## src/logic/homing_defines.svh

```systemverilog
// Constants for the homing-mode control and status block.
// Assumes inclusion by bare name from logic/ and tb/ files.
`ifndef HOMING_DEFINES_SVH
`define HOMING_DEFINES_SVH
`define CMD_WORD_INDEX     16'h6040
`define STAT_WORD_INDEX    16'h6041
`define HOME_OFFSET_INDEX  16'h607C
`define HALT_OPT_INDEX     16'h605D
`define METHOD_INDEX       16'h6098
`define OPSET_INDEX        16'h47F5
`define NV_WRITE_INDEX     16'h40C9
`define CW_START_BIT       4
`define CW_HALT_BIT        8
`define SW_WARN_BIT        7
`define SW_REMOTE_BIT      9
`define SW_TREACH_BIT      10
`define SW_ILIM_BIT        11
`define SW_HATT_BIT        12
`define SW_HERR_BIT        13
`define SW_TLIM_BIT        15
`define CMD_WORD_RESET     16'h0000
`define METHOD_RESET       8'h18
`define OPSET_MANUAL       8'h01
`define INIT_TIME_US       10
`define INIT_CYCLES        ((`INIT_TIME_US * 1000) / 25)
`endif

```

## src/logic/homing_pkg.sv

```systemverilog
// Types shared by the homing-mode block.
// Assumes homing_defines.svh is on the include path.
package homing_pkg;
  typedef enum logic [2:0] {
    HS_RUNNING   = 3'b000,
    HS_IDLE      = 3'b001,
    HS_DONE      = 3'b011,
    HS_ALARM     = 3'b101
  } home_code_t;
  typedef enum logic [1:0] {
    PS_NONE,
    PS_LOADED,
    PS_PRIORITY
  } param_src_t;
endpackage

```

## src/logic/homing_ctrl.sv

```systemverilog
// Homing-mode controlword decode and statusword build.
// Assumes a process-data update strobe from the fieldbus core and
// motion engine handshakes on the same clock; stop pin is asynchronous.
`timescale 1ns/10ps
`default_nettype none
`include "homing_defines.svh"
// Overview of operation
// - On homing completion, preset current position to the home offset.
// - Halt bit 8 set stops motion using the halt option; clear allows it.
// - Homing starts only on a 0-to-1 edge of controlword bit 4.
// - Clearing bit 4 during homing decelerates the motor to stop.
// - Start ignored if moving, halted, stop active, not enabled, or unexcited.
// - Status bit 15 follows the torque-limit-reached condition.
// - Status bit 11 is set while any internal limit is active.
// - Homing state reported jointly on status bits 13, 12 and 10.
// - Codes 000 running, 001 idle, 011 done, 101 alarm abort.
// - Status bit 9 rises once initialization is finished.
// - Status bit 7 follows the information condition with no acknowledge.
// - Factory state uses sensor-held fixed parameters first.
// - Sensor-held parameters are fixed; overwrite attempts are rejected.
// - After priority setup, driver parameters govern homing.
// - Priority takes effect only after NV write and power cycle.
// - Method selects procedure; 17,18,24,28,35,37,-1 accepted, 35/37 preset.
module homing_ctrl
  import homing_pkg::*;
#(
  parameter int INIT_CYCLES = `INIT_CYCLES
) (
  // Clock and reset
  input  wire logic        clk,
  input  wire logic        arst_n,
  // Process data
  input  wire logic        pdo_update,
  input  wire logic [15:0] cmd_word_in,
  output logic      [15:0] drive_status_word,
  output logic      [15:0] drive_command_word,
  // Object writes
  input  wire logic        obj_wr,
  input  wire logic [15:0] obj_index,
  input  wire logic [31:0] obj_data,
  output logic             obj_reject,
  // Drive conditions
  input  wire logic        op_enabled,
  input  wire logic        motor_excited,
  input  wire logic        stop_pin,
  input  wire logic        sensor_param_wr,
  input  wire logic        torque_limit_reached,
  input  wire logic        forward_limit_sensor,
  input  wire logic        reverse_limit_sensor,
  input  wire logic        forward_motion_prohibit,
  input  wire logic        reverse_motion_prohibit,
  input  wire logic        soft_limit,
  input  wire logic        mech_limit,
  input  wire logic        info_active,
  input  wire logic        restored_priority,
  // Motion engine
  input  wire logic        motion_busy,
  input  wire logic        home_done,
  input  wire logic        home_alarm,
  output logic             home_start,
  output logic             decel_stop,
  output logic             halt_stop,
  output logic      [15:0] halt_option,
  output logic      [7:0]  home_method,
  output logic             preset_pos,
  output logic      [31:0] preset_value,
  output logic             use_driver_params,
  output logic             nv_write_req
);
  logic       stop_lvl;
  logic       m_valid;
  logic       m_preset;
  pin_sync u_stop (
    .clk    (clk),
    .arst_n (arst_n),
    .pin    (stop_pin),
    .level  (stop_lvl)
  );
  logic [15:0] cw_q, cw_d;
  logic        prev4_q, prev4_d;
  logic        homing_q, homing_d;
  home_code_t  code_q, code_d;
  logic        start_q, start_d;
  logic        decel_q, decel_d;
  logic        halt_q, halt_d;
  logic        preset_q, preset_d;
  logic [31:0] offs_q, offs_d;
  logic [15:0] hopt_q, hopt_d;
  logic [7:0]  meth_q, meth_d;
  logic [7:0]  opset_q, opset_d;
  logic        nvreq_q, nvreq_d;
  logic        nvdone_q, nvdone_d;
  logic        drvpri_q, drvpri_d;
  logic        boot_q, boot_d;
  logic        rej_q, rej_d;
  logic [15:0] sw_q, sw_d;
  logic        remote_q, remote_d;
  logic [$clog2(INIT_CYCLES+1)-1:0] init_q, init_d;
  logic        start_edge;
  logic        blocked;
  logic        ilim;
  method_check u_meth (
    .method      (meth_q),
    .valid       (m_valid),
    .preset_only (m_preset)
  );
  always_comb begin
    cw_d     = cw_q;
    prev4_d  = prev4_q;
    homing_d = homing_q;
    code_d   = code_q;
    start_d  = 1'b0;
    preset_d = 1'b0;
    decel_d  = 1'b0;
    offs_d   = offs_q;
    hopt_d   = hopt_q;
    meth_d   = meth_q;
    opset_d  = opset_q;
    nvreq_d  = 1'b0;
    nvdone_d = nvdone_q;
    rej_d    = 1'b0;
    start_edge = 1'b0;
    blocked  = motion_busy | homing_q | cw_q[`CW_HALT_BIT] | stop_lvl
             | ~op_enabled | ~motor_excited;
    if (pdo_update) begin
      cw_d    = cmd_word_in;
      prev4_d = cw_q[`CW_START_BIT];
    end
    start_edge = cw_q[`CW_START_BIT] & ~prev4_q;
    halt_d = cw_q[`CW_HALT_BIT];
    if (homing_q) begin
      if (home_alarm) begin
        homing_d = 1'b0;
        code_d   = HS_ALARM;
      end else if (home_done) begin
        homing_d = 1'b0;
        code_d   = HS_DONE;
        preset_d = 1'b1;
      end else if (!cw_q[`CW_START_BIT] || cw_q[`CW_HALT_BIT]) begin
        homing_d = 1'b0;
        decel_d  = 1'b1;
        code_d   = HS_IDLE;
      end
    end else if (start_edge && !blocked && m_valid && pdo_update) begin
      // Preset methods finish at once: no motion, so no run is started
      if (m_preset) begin
        preset_d = 1'b1;
        code_d   = HS_DONE;
      end else begin
        start_d  = 1'b1;
        homing_d = 1'b1;
        code_d   = HS_RUNNING;
      end
    end
    if (obj_wr) begin
      if (sensor_param_wr) begin
        rej_d = 1'b1;
      end else begin
        unique case (obj_index)
          `HOME_OFFSET_INDEX: offs_d  = obj_data;
          `HALT_OPT_INDEX:    hopt_d  = obj_data[15:0];
          `METHOD_INDEX:      meth_d  = obj_data[7:0];
          `OPSET_INDEX:       opset_d = obj_data[7:0];
          `NV_WRITE_INDEX: begin
            nvreq_d  = 1'b1;
            nvdone_d = (opset_q == `OPSET_MANUAL) && (meth_q == 8'hFF);
          end
          default:            rej_d   = 1'b1;
        endcase
      end
    end
    // Priority only latched at power-on, so a live NV write changes nothing now
    boot_d   = 1'b0;
    drvpri_d = boot_q ? restored_priority : drvpri_q;
    init_d   = (init_q == '0) ? init_q : init_q - 1'b1;
    remote_d = remote_q | (init_q == '0);
    ilim = forward_limit_sensor | reverse_limit_sensor | forward_motion_prohibit
         | reverse_motion_prohibit | soft_limit | mech_limit;
    sw_d = 16'h0000;
    sw_d[`SW_TLIM_BIT]   = torque_limit_reached;
    sw_d[`SW_ILIM_BIT]   = ilim;
    sw_d[`SW_HERR_BIT]   = code_d[2];
    sw_d[`SW_HATT_BIT]   = code_d[1];
    sw_d[`SW_TREACH_BIT] = code_d[0];
    sw_d[`SW_REMOTE_BIT] = remote_d;
    sw_d[`SW_WARN_BIT]   = info_active;
  end
  // Power-on restart captures the restored priority after reset release
  always_ff @(posedge clk or negedge arst_n) begin
    if (!arst_n) begin
      cw_q     <= `CMD_WORD_RESET;
      prev4_q  <= 1'b0;
      homing_q <= 1'b0;
      code_q   <= HS_IDLE;
      start_q  <= 1'b0;
      decel_q  <= 1'b0;
      halt_q   <= 1'b0;
      preset_q <= 1'b0;
      offs_q   <= 32'h0000_0000;
      hopt_q   <= 16'h0000;
      meth_q   <= `METHOD_RESET;
      opset_q  <= 8'h00;
      nvreq_q  <= 1'b0;
      nvdone_q <= 1'b0;
      drvpri_q <= 1'b0;
      rej_q    <= 1'b0;
      sw_q     <= 16'h0000;
      remote_q <= 1'b0;
      init_q   <= INIT_CYCLES[$clog2(INIT_CYCLES+1)-1:0];
      boot_q   <= 1'b1;
    end else begin
      cw_q     <= cw_d;
      prev4_q  <= prev4_d;
      homing_q <= homing_d;
      code_q   <= code_d;
      start_q  <= start_d;
      decel_q  <= decel_d;
      halt_q   <= halt_d;
      preset_q <= preset_d;
      offs_q   <= offs_d;
      hopt_q   <= hopt_d;
      meth_q   <= meth_d;
      opset_q  <= opset_d;
      nvreq_q  <= nvreq_d;
      nvdone_q <= nvdone_d;
      drvpri_q <= drvpri_d;
      rej_q    <= rej_d;
      sw_q     <= sw_d;
      remote_q <= remote_d;
      init_q   <= init_d;
      boot_q   <= boot_d;
    end
  end
  assign drive_status_word  = sw_q;
  assign drive_command_word = cw_q;
  assign obj_reject         = rej_q;
  assign home_start         = start_q;
  assign decel_stop         = decel_q;
  assign halt_stop          = halt_q;
  assign halt_option        = hopt_q;
  assign home_method        = meth_q;
  assign preset_pos         = preset_q;
  assign preset_value       = offs_q;
  assign use_driver_params  = drvpri_q;
  assign nv_write_req       = nvreq_q;
  start_edge_a: assert property (@(posedge clk) disable iff (!arst_n)
    home_start |-> $past(homing_q) == 1'b0 && homing_q)
    else $error("start without idle to running step");
  rising_only_a: assert property (@(posedge clk) disable iff (!arst_n)
    (pdo_update && !start_edge) |=> !home_start)
    else $error("start without rising edge of start bit");
  start_block_a: assert property (@(posedge clk) disable iff (!arst_n)
    (pdo_update && blocked && !homing_q) |=> !home_start)
    else $error("start taken while blocked");
  method_gate_a: assert property (@(posedge clk) disable iff (!arst_n)
    (pdo_update && !m_valid && !homing_q) |=> !home_start && !preset_pos)
    else $error("start taken with unsupported method");
  preset_done_a: assert property (@(posedge clk) disable iff (!arst_n)
    (homing_q && home_done && !home_alarm) |=> preset_pos && preset_value == $past(offs_q))
    else $error("no preset on completion");
  preset_method_a: assert property (@(posedge clk) disable iff (!arst_n)
    (pdo_update && start_edge && !blocked && m_valid && m_preset) |=> preset_pos && !home_start)
    else $error("home preset method did not preset at once");
  decel_clear_a: assert property (@(posedge clk) disable iff (!arst_n)
    (homing_q && !home_done && !home_alarm && !cw_q[`CW_START_BIT]) |=> decel_stop)
    else $error("no stop on start clear");
  halt_abort_a: assert property (@(posedge clk) disable iff (!arst_n)
    (homing_q && !home_done && !home_alarm && cw_q[`CW_HALT_BIT]) |=> decel_stop && !homing_q)
    else $error("halt did not stop homing");
  halt_follow_a: assert property (@(posedge clk) disable iff (!arst_n)
    ##1 halt_stop == $past(cw_q[`CW_HALT_BIT]))
    else $error("halt stop mismatch");
  torque_bit_a: assert property (@(posedge clk) disable iff (!arst_n)
    ##1 drive_status_word[`SW_TLIM_BIT] == $past(torque_limit_reached))
    else $error("torque flag mismatch");
  ilim_bit_a: assert property (@(posedge clk) disable iff (!arst_n)
    ##1 drive_status_word[`SW_ILIM_BIT] == $past(ilim))
    else $error("internal limit flag mismatch");
  code_legal_a: assert property (@(posedge clk) disable iff (!arst_n)
    {sw_q[`SW_HERR_BIT], sw_q[`SW_HATT_BIT]} != 2'b11
    && {sw_q[`SW_HERR_BIT], sw_q[`SW_HATT_BIT], sw_q[`SW_TREACH_BIT]} != 3'b010
    && {sw_q[`SW_HERR_BIT], sw_q[`SW_HATT_BIT], sw_q[`SW_TREACH_BIT]} != 3'b100)
    else $error("illegal homing code");
  code_alarm_a: assert property (@(posedge clk) disable iff (!arst_n)
    (homing_q && home_alarm) |=> {sw_q[`SW_HERR_BIT], sw_q[`SW_HATT_BIT], sw_q[`SW_TREACH_BIT]} == 3'b101)
    else $error("alarm code not reported");
  warn_bit_a: assert property (@(posedge clk) disable iff (!arst_n)
    $fell(info_active) |=> !drive_status_word[`SW_WARN_BIT])
    else $error("warning not auto cleared");
  warn_set_a: assert property (@(posedge clk) disable iff (!arst_n)
    info_active |=> drive_status_word[`SW_WARN_BIT])
    else $error("warning not raised");
  sensor_rej_a: assert property (@(posedge clk) disable iff (!arst_n)
    (obj_wr && sensor_param_wr) |=> obj_reject && $stable(offs_q))
    else $error("sensor parameter overwritten");
  remote_hold_a: assert property (@(posedge clk) disable iff (!arst_n)
    remote_q |=> remote_q)
    else $error("remote dropped");
  remote_late_a: assert property (@(posedge clk) disable iff (!arst_n)
    (init_q != '0 && !remote_q) |=> !remote_q)
    else $error("remote raised before initialization ended");
  prio_fixed_a: assert property (@(posedge clk) disable iff (!arst_n)
    !boot_q |=> $stable(drvpri_q))
    else $error("parameter priority changed after start-up");
endmodule // homing_ctrl
`default_nettype wire

```

## src/logic/method_check.sv

```systemverilog
// Homing method validity decode.
// Assumes an 8-bit signed method code.
`timescale 1ns/10ps
`default_nettype none
module method_check (
  // Method code
  input  wire logic [7:0] method,
  // Decode
  output logic            valid,
  output logic            preset_only
);
  always_comb begin
    unique case (method)
      8'h11, 8'h12, 8'h18, 8'h1C, 8'hFF: begin
        valid       = 1'b1;
        preset_only = 1'b0;
      end
      8'h23, 8'h25: begin
        valid       = 1'b1;
        preset_only = 1'b1;
      end
      default: begin
        valid       = 1'b0;
        preset_only = 1'b0;
      end
    endcase
  end
endmodule // method_check
`default_nettype wire

```

## src/logic/pin_sync.sv

```systemverilog
// Three-flop synchroniser for one pin level.
// Assumes the pin is asynchronous to clk.
`timescale 1ns/10ps
`default_nettype none
module pin_sync (
  // Clock and reset
  input  wire logic clk,
  input  wire logic arst_n,
  // Level
  input  wire logic pin,
  output logic      level
);
  logic [2:0] sh_q;
  logic [2:0] sh_d;
  logic       lvl_q;
  logic       lvl_d;
  always_comb begin
    sh_d  = {sh_q[1:0], pin};
    lvl_d = (sh_q[2] == sh_q[1]) ? sh_q[2] : lvl_q;
  end
  always_ff @(posedge clk or negedge arst_n) begin
    if (!arst_n) begin
      sh_q  <= 3'b000;
      lvl_q <= 1'b0;
    end else begin
      sh_q  <= sh_d;
      lvl_q <= lvl_d;
    end
  end
  assign level = lvl_q;
endmodule // pin_sync
`default_nettype wire

```

## config.mk

```make
export PLATFORM = sky130hd
export DESIGN_NAME = homing_ctrl
export DESIGN_NICKNAME = d
export VERILOG_FILES = /design/src/logic/homing_pkg.sv /design/src/logic/homing_ctrl.sv /design/src/logic/method_check.sv /design/src/logic/pin_sync.sv
export VERILOG_INCLUDE_DIRS = /design/src /design/src/logic
export SDC_FILE = /design/constraint.sdc
export NUM_CORES = 1
export LEC_CHECK = 0
export ABC_AREA = 0
export BUFFER_PORTS_ARGS = -buffer_cell sky130_fd_sc_hd__buf_2
export CORE_ASPECT_RATIO = 1.2
export CORE_MARGIN = 3
export CORE_UTILIZATION = 44
export CTS_CLUSTER_DIAMETER = 100
export DETAILED_ROUTE_END_ITERATION = 8
export PLACE_DENSITY = 0.87
export SYNTH_ARGS = -nofsm -noshare
export SYNTH_HDL_FRONTEND = slang
export SYNTH_SLANG_ARGS = --single-unit
export TNS_END_PERCENT = 100
```

## constraint.sdc

```tcl
create_clock -name clk -period 1.7 [get_ports clk]
set_clock_uncertainty 0.1 [all_clocks]
set_input_delay 0 -clock clk [delete_from_list [all_inputs] [get_ports clk]]
set_output_delay 0 -clock clk [all_outputs]
set_load 0.01 [all_outputs]
```

---- Word level (Yosys, flattened, before mapping) ----
Cells that the tools add are included.
word-level totals
  register bits after elaboration ......... 106
cells by class
  add/sub/neg operators ................... 1
  eq/ne operators ......................... 13
  muxes and demuxes ....................... 30
  bitwise logic cells ..................... 16
  reductions and logical operators ........ 13
operator list
  operator                                                number
  equality test 16 x 15 -> 1 bit (second input constant)  5
  equality test 8 x 5 -> 1 bit (second input constant)    4
  2-to-1 mux 1 bit                                        24
  equality test 8 x 6 -> 1 bit (second input constant)    2
  2-to-1 mux 3 bit                                        5
  OR 1 bit                                                11
  zero test 9 bit                                         1
  AND reduction 3 bit                                     3
  subtractor 9 x 1 -> 9 bit (second input constant)       1
  equality test 8 bit (second input constant)             1
  OR reduction 7 bit                                      1
  OR reduction 5 bit                                      1
  NOT 1 bit                                               4
  logical AND 1 bit                                       3
  zero test 1 bit                                         2
  2-to-1 mux 2 bit                                        1
  OR reduction 2 bit                                      1
  bitwise AND 1 bit                                       1
  equality test 1 bit                                     1
  logical OR 1 bit                                        1

---- Longest topological paths before layout ----
  depth in word-level cells ............... 11
  mapped depth ............................ 6
  gate-level depth less buffers ........... 6

---- Modules after synthesis ----
A second synthesis with hierarchy kept.
second synthesis, totals
  cells, all modules ...................... 290
  area, all modules ....................... 4199.0 µm²
modules (own cells, without submodules)
  module        instances  cells each  area each (µm²)  sequential area each (µm²)
  homing_ctrl   1          267         3986.3           2486.1
  pin_sync      1          5           111.4            100.1
  method_check  1          18          101.3            0.0

---- Worst setup path before layout ----
Ideal clock, no wire load.
  kind .................................... register -> register
  from .................................... register meth_q[4] (netlist: home_method[4])
  to ...................................... register code_q[1]
  library setup time ...................... 0.120 ns
  data arrival time ....................... 1.730 ns
  required time ........................... 1.480 ns
  path slack .............................. -0.250 ns
  stages on the path, launching flop included .. 5
  path buffers ............................ 0
  cell sequence ........................... dfstp_2 nor4b_1 nand4b_1 a31o_2 a31o_2
on the way
  cells in the longest elaborated chain, start to end .. 7
  elaborated cells between the ends (all ways) .. 16
RTL lines
  item                                         line                RTL
  start: declaration                           homing_ctrl.sv:89   logic [7:0] meth_q, meth_d;
  start signal: assignment                     homing_ctrl.sv:201  meth_q <= `METHOD_RESET;
  start signal: assignment                     homing_ctrl.sv:222  meth_q <= meth_d;
  equality test 8 bit (tied with other cells)  method_check.sv:13  unique case (method)
  OR reduction 7 bit (no line)                 --
  2-to-1 mux 1 bit                             method_check.sv:13
  logical AND 1 bit (2 in a row)               homing_ctrl.sv:144  end else if (start_edge && !blocked && m_valid && pdo_update) begin
  2-to-1 mux 3 bit (*)                         homing_ctrl.sv:144
  2-to-1 mux 3 bit (*)                         homing_ctrl.sv:131  if (homing_q) begin
  end signal: assignment                       homing_ctrl.sv:215  code_q <= code_d;
  end: declaration                             homing_ctrl.sv:82   home_code_t code_q, code_d;
Every way passes the cells marked *; elsewhere a longest branch is shown, timed or not.
A chain may end at the register's enable or synchronous reset.

---- Final worst setup path ----
Ends and elaborated chain as after synthesis.

==> results_dict.tcl <==
set metrics [dict create \
    final_core_util_pct 68.79 \
    cp.required_ns 1.82 \
    grt.busiest_layer "met2" \
    place_ws_ns -0.1653 \
    drc 0 \
    firstDrtPassIters 4 \
    final_cells 688 \
    layout-drive-gt1-share_pct 56.64 \
    cts.clk_slew.worst_paths_ns 0.07 \
    grt_start_max_net_pins 104 \
    cts.sinks 103 \
    n_antenna_cell 0 \
    dp_cells 601 \
    synth_edf_count 0 \
    dieHeight_um 116.0 \
    setup.worst_path.start "home_method[4]" \
    max_slew_margin_pct 63.14 \
    p_leak_nw 3.606 \
    netlist_area_sq_um 4438 \
    cp.arrival_ns 1.90 \
    grt_util_met2_pct 37.95 \
    maxCapViolCount 0 \
    timing.final.crit_share_pct 104.7 \
    postRouteAntennaNets 0 \
    endpoint_kind "flip-flop" \
    via_count 3464 \
    drt_iter0_drc 99 \
    met3_usage_pct 4.335 \
    worst_setup_path_start_kind "flip-flop" \
    finalSetupTns_ns -0.3479 \
    async_reset_ff_share_pct 100.0 \
    core-area_sq_um 9662 \
    crit_fanout 5 \
    io_pins 179 \
    outcome "complete, but fails checks" \
    grt_overflow 0 \
    place_congestion 0.8194 \
    power.density_nw_per_um2 768.0 \
    synth_commonest_cells "dfrtp_1 (96), mux2_4 (40), mux2_2 (32)" \
    ir_drop_v 0.0005154 \
    finalSetupViolCount 11 \
    avgSynthCellArea_sq_um 15.04 \
    finalMaxSlewViolations 0 \
    io_buffers 169 \
    hpwl_um 7744 \
    die_x_um 97.68 \
    grt_usage_pct 20.89 \
    ys_ff_latch 103 \
    ys_seq_area_share_pct 58.27 \
    grt_util_met1_pct 24.36 \
    clock_latency_ns 0.34 \
    ctsHtreeMaxLevel 3 \
    layout_min_cycle_time_ns 1.780 \
    synth_area_leaders "dfrtp_1 (54%), mux2_4 (14%), mux2_2 (8.1%)" \
    rr_endpoint "code_q[1]" \
    synth_cell_type_count 52 \
    cts_buffer_depth 2 \
    r2r_cells 5 \
    setup.worst_path.end "code_q[1]" \
    layout-area-overhead-vs-synth_pct 49.76 \
    hold_viol_final 0 \
    antenna_found_initial 0 \
    rsz0062_at_grt "true" \
    r2r_start "home_method[4]" \
    criticalPathCategory "reg2reg" \
    synth_cells 295 \
    vias_per_cell 5.035 \
    setup_ws_ns -0.07954 \
    yosysMostFrequentCell "dfrtp_1" \
    cts-root-buf "clkbuf_16" \
    num_rows 39 \
    n_fill_cell 644 \
    grt_pass1_wl_um 18770 \
    clock.fmax_ghz 0.5619 \
    nets 645 \
    synth_top_area_share_pct 54.13 \
    worst_pin_slew_ns 0.5529 \
    violations "setup timing" \
    initial_utilization_pct 45.93 \
    holdCritPathClass "in2reg" \
    r2r_slack_ns -0.08 \
    die_area_sq_um 11330 \
    cts_tree "done" \
    avgRoutedWirePerCell_um 17.38 \
    grt_pass1_vias 3728 \
    whs_ns 0.0008890 \
    yosys.area.top_type "dfrtp_1" \
    synth_top_flop_cell "dfrtp_1" \
    routed_wl_um 11960 \
    cts_buffers 9 \
    synth_warnings 0 \
]
==> state kept, by name (all words and copies together), names as in the netlist, 2 cells and up <==
| name | cells |
|---|---|
| code_q | 2 |
| drive_command_word | 16 |
| drive_status_word | 6 |
| halt_option | 16 |
| home_method | 8 |
| init_q | 9 |
| preset_value | 32 |
| u_stop.sh_q | 3 |
==> kinds of logic after synthesis <==
family                   after synthesis  synth area share (%)
AO/OA/AOI/OAI                         21                 3.383
AND/OR/NAND/NOR                       63                 10.35
multiplexers                          74                 22.13
other                                  1               0.08450
buffers and inverters                 24                 3.890
flip-flops                           103                 58.27
XOR/XNOR                               7                 1.381
adder cells (fa/ha/maj)                2                0.5074
==> worst min path at each step <==
stage / cells past startpoint / startpoint / end
CTS: 4 / obj_index[11] / nv_write_req
global route: 5 / obj_index[6] / nv_write_req
floorplan: 0 / arst_n / code_q[1]
detailed placement: 2 / arst_n / preset_value[6]
global placement: 2 / arst_n / preset_value[6]
finish: 5 / obj_index[6] / nv_write_req
==> timing repair <==
item / CTS / global route
buffers inserted: 3 / 0
setup endpoints to repair: 13 / 23
gates resized for setup: 10 / 11
hold buffers: 66 / 2
hold endpoints to repair: 187 / 1
pin swaps: 4 / 4
==> power by group <==
| group | internal, mW | total (mW) | switching (mW) | leakage (nW) |
|---|---|---|---|---|
| Combinational | 0.271 | 0.486 | 0.215 | 2.13 |
| Clock | 1.16 | 2.08 | 0.921 | 0.151 |
| Sequential | 2.51 | 2.54 | 0.0293 | 1.33 |
| Total | 3.94 | 5.10 | 1.17 | 3.61 |
==> per-stage QoR <==
stage | instance area, sq um | total power, mW
6_report | 6646 | 5.104
5_1_grt | 6646 | 5.292
4_1_cts | 6580 | 5.145
3_5_place_dp | 5548 | 2.945
3_3_place_gp | 5548 | 2.923
2_1_floorplan | 4478 | 2.712
==> worst max-delay path, cell delays in order, from the launching register on <==
cell and delay (ns):
dfstp_2 0.59, nor4b_4 0.23, buf_4 0.18, nand4b_1 0.08, a31o_2 0.28, a31o_2 0.20
==> cell type report <==
class	instances	area, sq um	share of cell area, %
Clock buffer	9	225.2	3.389
Clock inverter	7	78.83	1.186
Inverter	4	15.01	0.2259
Multi-Input combinational cell	177	1794	27.00
Sequential cell	103	2587	38.93
Tap cell	123	153.9	2.316
Timing Repair Buffer	265	1792	26.96
==> routing by layer <==
layer	vias up	part of all wire (%)
met3	20	6.3
met1	1715	38
met2	154	53
met5	-	0
li1	1575	-
met4	0	2.2
==> cell usage in the layout (no fill, tap or decap), drive strengths merged, types with 5 or more instances in the layout <==
cell type and count:
buf 197, dfrtp 96, mux2 73, dlygate4sd3 68, conb 10, clkbuf 9, dfstp 7, o21ai 7
nor4 7, inv 7, nand3 6, nand2 6, nor2 6, nor2b 5, xor2 5
Note: power is estimated with default switching activity, not from simulation.
